--- config.mk ---
export PLATFORM = sky130hd
export DESIGN_NAME = ibd_device_port
export DESIGN_NICKNAME = d
export VERILOG_FILES = /design/src/rtl/ibd_pkg.sv /design/src/rtl/ibd_cmd_decode.sv /design/src/rtl/ibd_msg_match.sv /design/src/rtl/ibd_device_port.sv
export SDC_FILE = /design/constraint.sdc
export NUM_CORES = 1
export LEC_CHECK = 0
export CORE_ASPECT_RATIO = 1.75
export CORE_MARGIN = 2
export CORE_UTILIZATION = 67
export DETAILED_ROUTE_END_ITERATION = 10
export DONT_BUFFER_PORTS = 1
export PLACE_DENSITY = 0.86
export RECOVER_POWER = 100
export SYNTH_ARGS = -nofsm -noshare
export SYNTH_HDL_FRONTEND = slang
export SYNTH_SLANG_ARGS = --single-unit
--- constraint.sdc ---
create_clock -name clock -period 5.5 [get_ports clock]
set_input_delay 0.275 -clock clock [delete_from_list [all_inputs] [get_ports clock]]
set_output_delay 0.275 -clock clock [all_outputs]
set_load 0.05 [all_outputs]
--- src/rtl/ibd_pkg.sv ---
package ibd_pkg;

    // Universal and addressed command codes (low seven bits, ATN true)
    localparam logic [6:0] IBD_CMD_GTL = 7'h01;
    localparam logic [6:0] IBD_CMD_SDC = 7'h04;
    localparam logic [6:0] IBD_CMD_DCL = 7'h14;
    localparam logic [6:0] IBD_CMD_SPE = 7'h18;
    localparam logic [6:0] IBD_CMD_SPD = 7'h19;
    localparam logic [6:0] IBD_CMD_UNL = 7'h3f;
    localparam logic [6:0] IBD_CMD_UNT = 7'h5f;
    localparam logic [1:0] IBD_GRP_LISTEN = 2'h1;
    localparam logic [1:0] IBD_GRP_TALK = 2'h2;

    // Measurement function codes
    localparam logic [3:0] IBD_FN_AC_LEVEL = 4'h0;
    localparam logic [3:0] IBD_FN_RESET = 4'h0;

    // Service request and error bits of the status byte
    localparam int IBD_SB_RQS_BIT = 6;
    localparam int IBD_SB_ERR_BIT = 0;
    localparam logic [7:0] IBD_SB_RESET = 8'h00;

    // Enable-on-error data message "22.4SP"
    localparam int IBD_MSG_LEN = 6;
    localparam logic [47:0] IBD_MSG_SRQ_EN = 48'h32_32_2e_34_53_50;

    // Clock and SRQ response deadline
    localparam int IBD_CLK_NS = 8;
    localparam longint IBD_SRQ_MAX_NS = 64'd2000000000;
    localparam longint IBD_SRQ_MAX_CYC = IBD_SRQ_MAX_NS / IBD_CLK_NS;

    typedef enum logic [1:0] {
        IBD_TK_IDLE = 2'b00,
        IBD_TK_DATA = 2'b01,
        IBD_TK_STAT = 2'b10
    } ibd_talk_t;

    function automatic logic ibd_is_cmd(input logic atn, input logic ifc);
        return atn && !ifc;
    endfunction : ibd_is_cmd

endpackage : ibd_pkg

--- src/rtl/ibd_cmd_decode.sv ---
`timescale 1ns/1ps
module ibd_cmd_decode
    import ibd_pkg::*;
(
    input wire logic [7:0] busData,
    input wire logic [4:0] myAddr,
    output logic isMla,
    output logic isMta,
    output logic isUnl,
    output logic isUnt,
    output logic isGtl,
    output logic isSdc,
    output logic isDcl,
    output logic isSpe,
    output logic isSpd
);
    logic [6:0] code;

    // Parity bit ignored
    assign code = busData[6:0];
    assign isMla = code == {IBD_GRP_LISTEN, myAddr};
    assign isMta = code == {IBD_GRP_TALK, myAddr};
    assign isUnl = code == IBD_CMD_UNL;
    assign isUnt = code == IBD_CMD_UNT;
    assign isGtl = code == IBD_CMD_GTL;
    assign isSdc = code == IBD_CMD_SDC;
    assign isDcl = code == IBD_CMD_DCL;
    assign isSpe = code == IBD_CMD_SPE;
    assign isSpd = code == IBD_CMD_SPD;
endmodule : ibd_cmd_decode

--- src/rtl/ibd_msg_match.sv ---
`timescale 1ns/1ps
module ibd_msg_match
    import ibd_pkg::*;
(
    input wire logic clock,
    input wire logic sys_rst,
    input wire logic byteStb,
    input wire logic [7:0] byteIn,
    output logic hit
);
    typedef struct packed {
        logic [2:0] pos;
    } ibd_match_t;

    ibd_match_t st_ff;
    ibd_match_t nxt_st;

    function automatic logic [7:0] expectAt(input logic [2:0] p);
        return IBD_MSG_SRQ_EN[47 - 8 * p -: 8];
    endfunction : expectAt

    // Match a fixed string; restart on a mismatch
    always_comb begin
        nxt_st = st_ff;
        hit = 1'b0;
        if (byteStb) begin
            if (byteIn == expectAt(st_ff.pos)) begin
                if (st_ff.pos == 3'(IBD_MSG_LEN - 1)) begin
                    hit = 1'b1;
                    nxt_st.pos = 3'h0;
                end else begin
                    nxt_st.pos = st_ff.pos + 3'h1;
                end
            end else if (byteIn == expectAt(3'h0)) begin
                nxt_st.pos = 3'h1;
            end else begin
                nxt_st.pos = 3'h0;
            end
        end
    end

    always_ff @(posedge clock) begin
        if (sys_rst) begin
            st_ff <= '0;
        end else begin
            st_ff <= nxt_st;
        end
    end
endmodule : ibd_msg_match

--- src/rtl/ibd_device_port.sv ---
// Notes on behaviour
// - Device clear selects AC level, keeps remote
// - Abort drops listen-addressed state
// - Abort keeps remote state only while REN is true
// - Abort drops talk-addressed state
// - Abort clears serial-poll mode, readable flag
// - Status byte returned in local or remote
// - Serial-poll mode plus talk sends status
// - Status byte zero after power-up
// - Message 22.4SP enables service on error
// - Enabled error drives SRQ regardless addressing
// - Remote needs REN true and listen address
// - Commands decoded only when ATN, not IFC
`timescale 1ns/1ps
module ibd_device_port
    import ibd_pkg::*;
(
    input wire logic clock,
    input wire logic sys_rst,
    input wire logic [4:0] myAddr,
    input wire logic [7:0] busData,
    input wire logic byteStb,
    input wire logic atn,
    input wire logic ifc,
    input wire logic ren,
    input wire logic talkTake,
    input wire logic localKey,
    input wire logic instrError,
    input wire logic [7:0] measData,
    output logic [7:0] talkData,
    output logic talkValid,
    output logic talkIsStatus,
    output logic srqOut,
    output logic srqOe,
    output logic remoteInd,
    output logic addressedInd,
    output logic listenInd,
    output logic talkInd,
    output logic serialPollMode,
    output logic srqEnable,
    output logic [3:0] measFunc,
    output logic [7:0] statusByte
);
    ////////////////////////////////////////////////////////////////////////
    typedef struct packed {
        logic remote;
        logic listen;
        logic talk;
        logic spMode;
        logic srqEn;
        logic rqs;
        logic [3:0] func;
        logic [7:0] txData;
        logic txValid;
        logic txStat;
    } ibd_state_t;

    ibd_state_t st_ff;
    ibd_state_t nxt_st;

    logic isMla;
    logic isMta;
    logic isUnl;
    logic isUnt;
    logic isGtl;
    logic isSdc;
    logic isDcl;
    logic isSpe;
    logic isSpd;
    logic cmdStb;
    logic dataStb;
    logic srqHit;
    logic [7:0] sbNow;

    ibd_cmd_decode u_dec (
        .busData(busData),
        .myAddr(myAddr),
        .isMla(isMla),
        .isMta(isMta),
        .isUnl(isUnl),
        .isUnt(isUnt),
        .isGtl(isGtl),
        .isSdc(isSdc),
        .isDcl(isDcl),
        .isSpe(isSpe),
        .isSpd(isSpd)
    );

    // Only bytes sent to us as listener count as data messages
    assign dataStb = byteStb && !atn && st_ff.listen;
    assign cmdStb = byteStb && ibd_is_cmd(atn, ifc);

    ibd_msg_match u_match (
        .clock(clock),
        .sys_rst(sys_rst),
        .byteStb(dataStb),
        .byteIn(busData),
        .hit(srqHit)
    );

    ////////////////////////////////////////////////////////////////////////
    // Status byte: RQS plus error summary, zero while idle
    function automatic logic [7:0] statusOf(
        input logic rqs,
        input logic err
    );
        logic [7:0] sb;
        sb = IBD_SB_RESET;
        sb[IBD_SB_RQS_BIT] = rqs;
        sb[IBD_SB_ERR_BIT] = err;
        return sb;
    endfunction : statusOf

    always_comb begin
        sbNow = statusOf(st_ff.rqs, instrError);
    end

    ////////////////////////////////////////////////////////////////////////
    // Abort: unaddress and leave poll mode; remote only follows REN
    function automatic ibd_state_t abortStep(
        input ibd_state_t s,
        input logic renNow
    );
        ibd_state_t n;
        n = s;
        n.listen = 1'b0;
        n.talk = 1'b0;
        n.spMode = 1'b0;
        n.remote = s.remote && renNow;
        return n;
    endfunction : abortStep

    // Addressing; a foreign talk address releases our talker
    function automatic ibd_state_t addrStep(
        input ibd_state_t s,
        input logic renNow,
        input logic mla,
        input logic mta,
        input logic unl,
        input logic otherTalk
    );
        ibd_state_t n;
        n = s;
        // Remote only while REN stands, never carried over without it
        if (mla) begin
            n.listen = 1'b1;
            n.talk = 1'b0;
            n.remote = renNow;
        end else if (unl) begin
            n.listen = 1'b0;
        end
        if (mta) begin
            n.talk = 1'b1;
            n.listen = 1'b0;
        end else if (otherTalk) begin
            n.talk = 1'b0;
        end
        return n;
    endfunction : addrStep

    // Local, clear and poll commands; listener state from before the byte
    function automatic ibd_state_t ctrlStep(
        input ibd_state_t s,
        input logic wasListen,
        input logic gtl,
        input logic sdc,
        input logic dcl,
        input logic spe,
        input logic spd
    );
        ibd_state_t n;
        n = s;
        if (gtl && wasListen) begin
            n.remote = 1'b0;
        end
        // Clear keeps remote and addressing
        if (dcl || (sdc && wasListen)) begin
            n.func = IBD_FN_AC_LEVEL;
        end
        if (spe) begin
            n.spMode = 1'b1;
        end
        if (spd) begin
            n.spMode = 1'b0;
        end
        return n;
    endfunction : ctrlStep

    // What the talker holds, from its valid and status bits
    function automatic ibd_talk_t talkKind(input ibd_state_t s);
        ibd_talk_t k;
        k = IBD_TK_IDLE;
        if (s.txValid) begin
            k = s.txStat ? IBD_TK_STAT : IBD_TK_DATA;
        end
        return k;
    endfunction : talkKind

    // Talker source: status byte in poll mode, otherwise data.
    // A taken byte is never reloaded in the same cycle, so the far side
    // always sees valid low for at least one edge between bytes.
    function automatic ibd_state_t talkStep(
        input ibd_state_t s,
        input ibd_state_t prev,
        input logic busFree,
        input logic take,
        input logic [7:0] meas,
        input logic [7:0] sb
    );
        ibd_state_t n;
        logic taken;
        n = s;
        taken = 1'b0;
        // A loaded byte stands until the far side takes it
        unique case (talkKind(prev))
            IBD_TK_IDLE: begin
                n.txValid = 1'b0;
            end
            IBD_TK_DATA, IBD_TK_STAT: begin
                taken = take;
                n.txValid = !take;
            end
            default: begin
                n.txValid = 1'b0;
            end
        endcase
        if (n.talk && busFree && !n.txValid && !taken) begin
            n.txValid = 1'b1;
            n.txStat = prev.spMode;
            n.txData = prev.spMode ? sb : meas;
        end
        if (!n.talk) begin
            n.txValid = 1'b0;
        end
        return n;
    endfunction : talkStep

    ////////////////////////////////////////////////////////////////////////
    always_comb begin
        nxt_st = st_ff;
        if (ifc) begin
            // Abort wins over any byte in the same cycle
            nxt_st = abortStep(st_ff, ren);
        end else begin
            // Dropping REN returns to local at once
            if (!ren) begin
                nxt_st.remote = 1'b0;
            end
            if (cmdStb) begin
                nxt_st = addrStep(nxt_st, ren, isMla, isMta, isUnl,
                    isUnt || (busData[6:5] == IBD_GRP_TALK));
                nxt_st = ctrlStep(nxt_st, st_ff.listen, isGtl, isSdc, isDcl,
                    isSpe, isSpd);
            end
            if (localKey) begin
                nxt_st.remote = 1'b0;
            end
            if (srqHit) begin
                nxt_st.srqEn = 1'b1;
            end
        end
        // Request held while enabled error stands; one-cycle latency
        nxt_st.rqs = st_ff.srqEn && instrError;
        nxt_st = talkStep(nxt_st, st_ff, !atn && !ifc, talkTake, measData,
            sbNow);
    end

    always_ff @(posedge clock) begin
        if (sys_rst) begin
            st_ff <= '{
                remote: 1'b0,
                listen: 1'b0,
                talk: 1'b0,
                spMode: 1'b0,
                srqEn: 1'b0,
                rqs: 1'b0,
                func: IBD_FN_RESET,
                txData: 8'h00,
                txValid: 1'b0,
                txStat: 1'b0
            };
        end else begin
            st_ff <= nxt_st;
        end
    end

    ////////////////////////////////////////////////////////////////////////
    assign talkData = st_ff.txData;
    assign talkValid = st_ff.txValid;
    assign talkIsStatus = st_ff.txStat;
    // Open-drain SRQ: pull low only, enable marks driving
    assign srqOut = 1'b0;
    assign srqOe = st_ff.rqs;
    assign remoteInd = st_ff.remote;
    assign listenInd = st_ff.listen;
    assign talkInd = st_ff.talk;
    assign addressedInd = st_ff.listen || st_ff.talk;
    assign serialPollMode = st_ff.spMode;
    assign srqEnable = st_ff.srqEn;
    assign measFunc = st_ff.func;
    assign statusByte = sbNow;
endmodule : ibd_device_port

==> impl_metrics.csv <==
group,metric,value,unit
finish,drive_above_1_share,0.110,
global_routing,grt_pass1_vias,1203,
synthesis,syn_area,1560,um^2
sta,finalSetupTns,0,ns
floorplan,die_area,2750,um^2
finish,largest_reg_flops,8,
detailed_routing,num_vias,1253,
detailed_routing,firstDrtPassIters,4,
floorplan,fp.dieW,40.5,um
finish,diodes,0,
finish,fin_area,1470,um^2
detailed_routing,ant_nets,0,
global_routing,antenna_found_initial,0,
finish,finalNonFillerCells,189,
sta,drv_slew,8,
sta,tightest_slew,2.51,ns
floorplan,die_h,67.9,um
floorplan,initial_core_util,0.696,
synthesis,yosysWarnings,0,
sta,fmax,0.291,GHz
sta,fin_crit_sh,0.626,
setup_path,arrival,3.49,ns
synthesis,syn_inst,175,
finish,synthToLayoutAreaGrowth,-5.77,%
clocking,clk_pin_slew_worst_paths,0.07,ns
status,outcome,"finished with violations",
power,power_density,191,nW/um^2
job,maxCapViolCount,1,
detailed_routing,routed_via_density,6.63,
placed_design,io_buffers,0,
sta,rsz0062_at_grt,"false",
synthesis,synth-seq-area-share,0.244,
synthesis,ys_ff_latch,19,
hold_path,hold_class,"in2reg",
detailed_routing,routed_wl,3.26,mm
synthesis,ys_top_cells_by_count,"dfxtp_1 (19), buf_4 (13), nand2b_1 (12)",
placed_design,place_area,1460,um^2
detailed_routing,initialDrtViolationCount,21,
synthesis,synth.largest_area_cell,"dfxtp_1",
setup_path,critPathRequiredTime,5.55,ns
placed_design,gp_congestion,0.800,
synthesis,synth_most_common_cell,"dfxtp_1",
synthesis,synth_edf_count,0,
sta,max_slew_margin,-0.720,
clocking,numCtsBuffers,3,
synthesis,yosysTopAreaCellShare,0.244,
detailed_routing,route.detailed.drc,0,
clocking,post-cts-setup-buffer-count,0,
clocking,cts_tree,"yes",
clocking,cts_sinks,19,
clocking,ctsResizeCount,0,
power,p_leak,0.472,nW
clocking,ctsHtreeMaxLevel,1,
status,violations,"capacitance limit, slew limit",
clocking,cts_hold_buf,0,
synthesis,synthDistinctLibCells,53,
floorplan,coreArea,2240,um^2
detailed_routing,wl_per_cell,17.3,um
synthesis,synth-async-reset-ratio,0,
setup_path,worstSetupStartpointType,"flop",
power,ir_drop,197,uV
finish,final_nets,196,
floorplan,num_rows,23,
setup_path,end_kind,"flop",
synthesis,synth_area_per_cell,8.92,um^2
sta,finalClockSkew,0.00539,ns
sta,hold_viol,0,
sta,setup_viol,0,
placed_design,dp_hpwl,2.56,mm
setup_path,critPathMaxFanout,7,
clocking,clk_latency,0.26,ns
finish,n_fill_cell,211,
global_routing,grt_max_degree,27,
clocking,clockBufferDepth,2,
global_routing,grt_overflow_total,0,
setup_path,worstSetupPathType,"reg2reg",
synthesis,synth.area.top_cells,"dfxtp_1 (24%), buf_4 (6.3%), mux2i_1 (5.8%)",
global_routing,grt_pass1_wl,4.99,mm
power,total_power,0.281,mW
sta,finalCriticalPeriod,3.44,ns
clocking,cts-root-buf,"clkbuf_8",
placed_design,place_inst,185,
synthesis,synth-main-ff-cell,"dfxtp_1",
floorplan,ios,60,
global_routing,grt.total_usage,0.260,
[stage by stage]
| stage | hold slack (ns) | worst slack, ns | utilization |
|---|---|---|---|
| finish | 0.0711 | 2.06 | 0.656 |
| global route | 0.0687 | 1.70 | 0.656 |
| CTS | 0.0670 | 3.21 | 0.673 |
| detailed placement | 0.349 | 3.21 | 0.652 |
| global placement | 0.347 | 3.41 | 0.652 |
| floorplan | 0.417 | 3.60 | - |
[final timing paths]
kind	startpoint	endpoint	slack (ns)	cells past startpoint
min	sys_rst	u_match.st_ff[0]	0.07	1
min reg2reg	u_match.st_ff[2]	u_match.st_ff[2]	0.55	2
max	talkInd	talkData[7]	2.06	3
max reg2reg	talkInd	talkData[7]	2.06	3
[worst max-delay path, cell delays in order, from the launching register on]
cell and delay, ns:
dfxtp_1 0.68, o41ai_1 0.24, a2111oi_0 2.06, mux2i_1 0.25
[cell usage in the layout (no fill, tap or decap), types with 4 or more instances in the layout]
cell / instances
dfxtp_1: 19
nand2b_1: 12
nor2_1: 11
conb_1: 11
mux2i_1: 9
nand2_1: 8
nand4_1: 8
a21oi_1: 6
nor2b_1: 6
or3b_2: 5
nor4b_1: 4
nand3_1: 4
[cell families after synthesis]
logic type,after synthesis,share of synthesized area
AO/OA/AOI/OAI,30,0.171
XOR/XNOR,5,0.0641
adder cells (fa/ha/maj),1,0.00801
buffers and inverters,28,0.114
flip-flops,19,0.244
multiplexers,11,0.0721
other,1,0.00240
AND/OR/NAND/NOR,80,0.325
[where the power goes]
| part | internal [mW] | switching [mW] | leakage, nW |
|---|---|---|---|
| Sequential | 0.138 | 0.00152 | 0.153 |
| Combinational | 0.0156 | 0.0272 | 0.294 |
| Clock | 0.0505 | 0.0482 | 0.0255 |
| Total | 0.204 | 0.0770 | 0.472 |
[layout make-up]
cell class              instances  area (um^2)  area share
multi-input cells             138         1000       0.681
flip-flops and latches         19          380       0.259
clock buffers                   3         41.3      0.0281
well taps                      25         31.3      0.0213
inverters                       3         11.3     0.00765
clock inverters                 1         5.00     0.00340
[layer usage]
layer	vias to the layer above	wire length, um	GRT usage	part of all wire
li1	599	-	-	-
met2	55	1770	0.470	0.54
met4	0	100	0.154	0.031
met5	-	0	0	0
met3	9	227	0.0519	0.070
met1	590	1160	0.249	0.36
(Power assumes the default switching activity.)
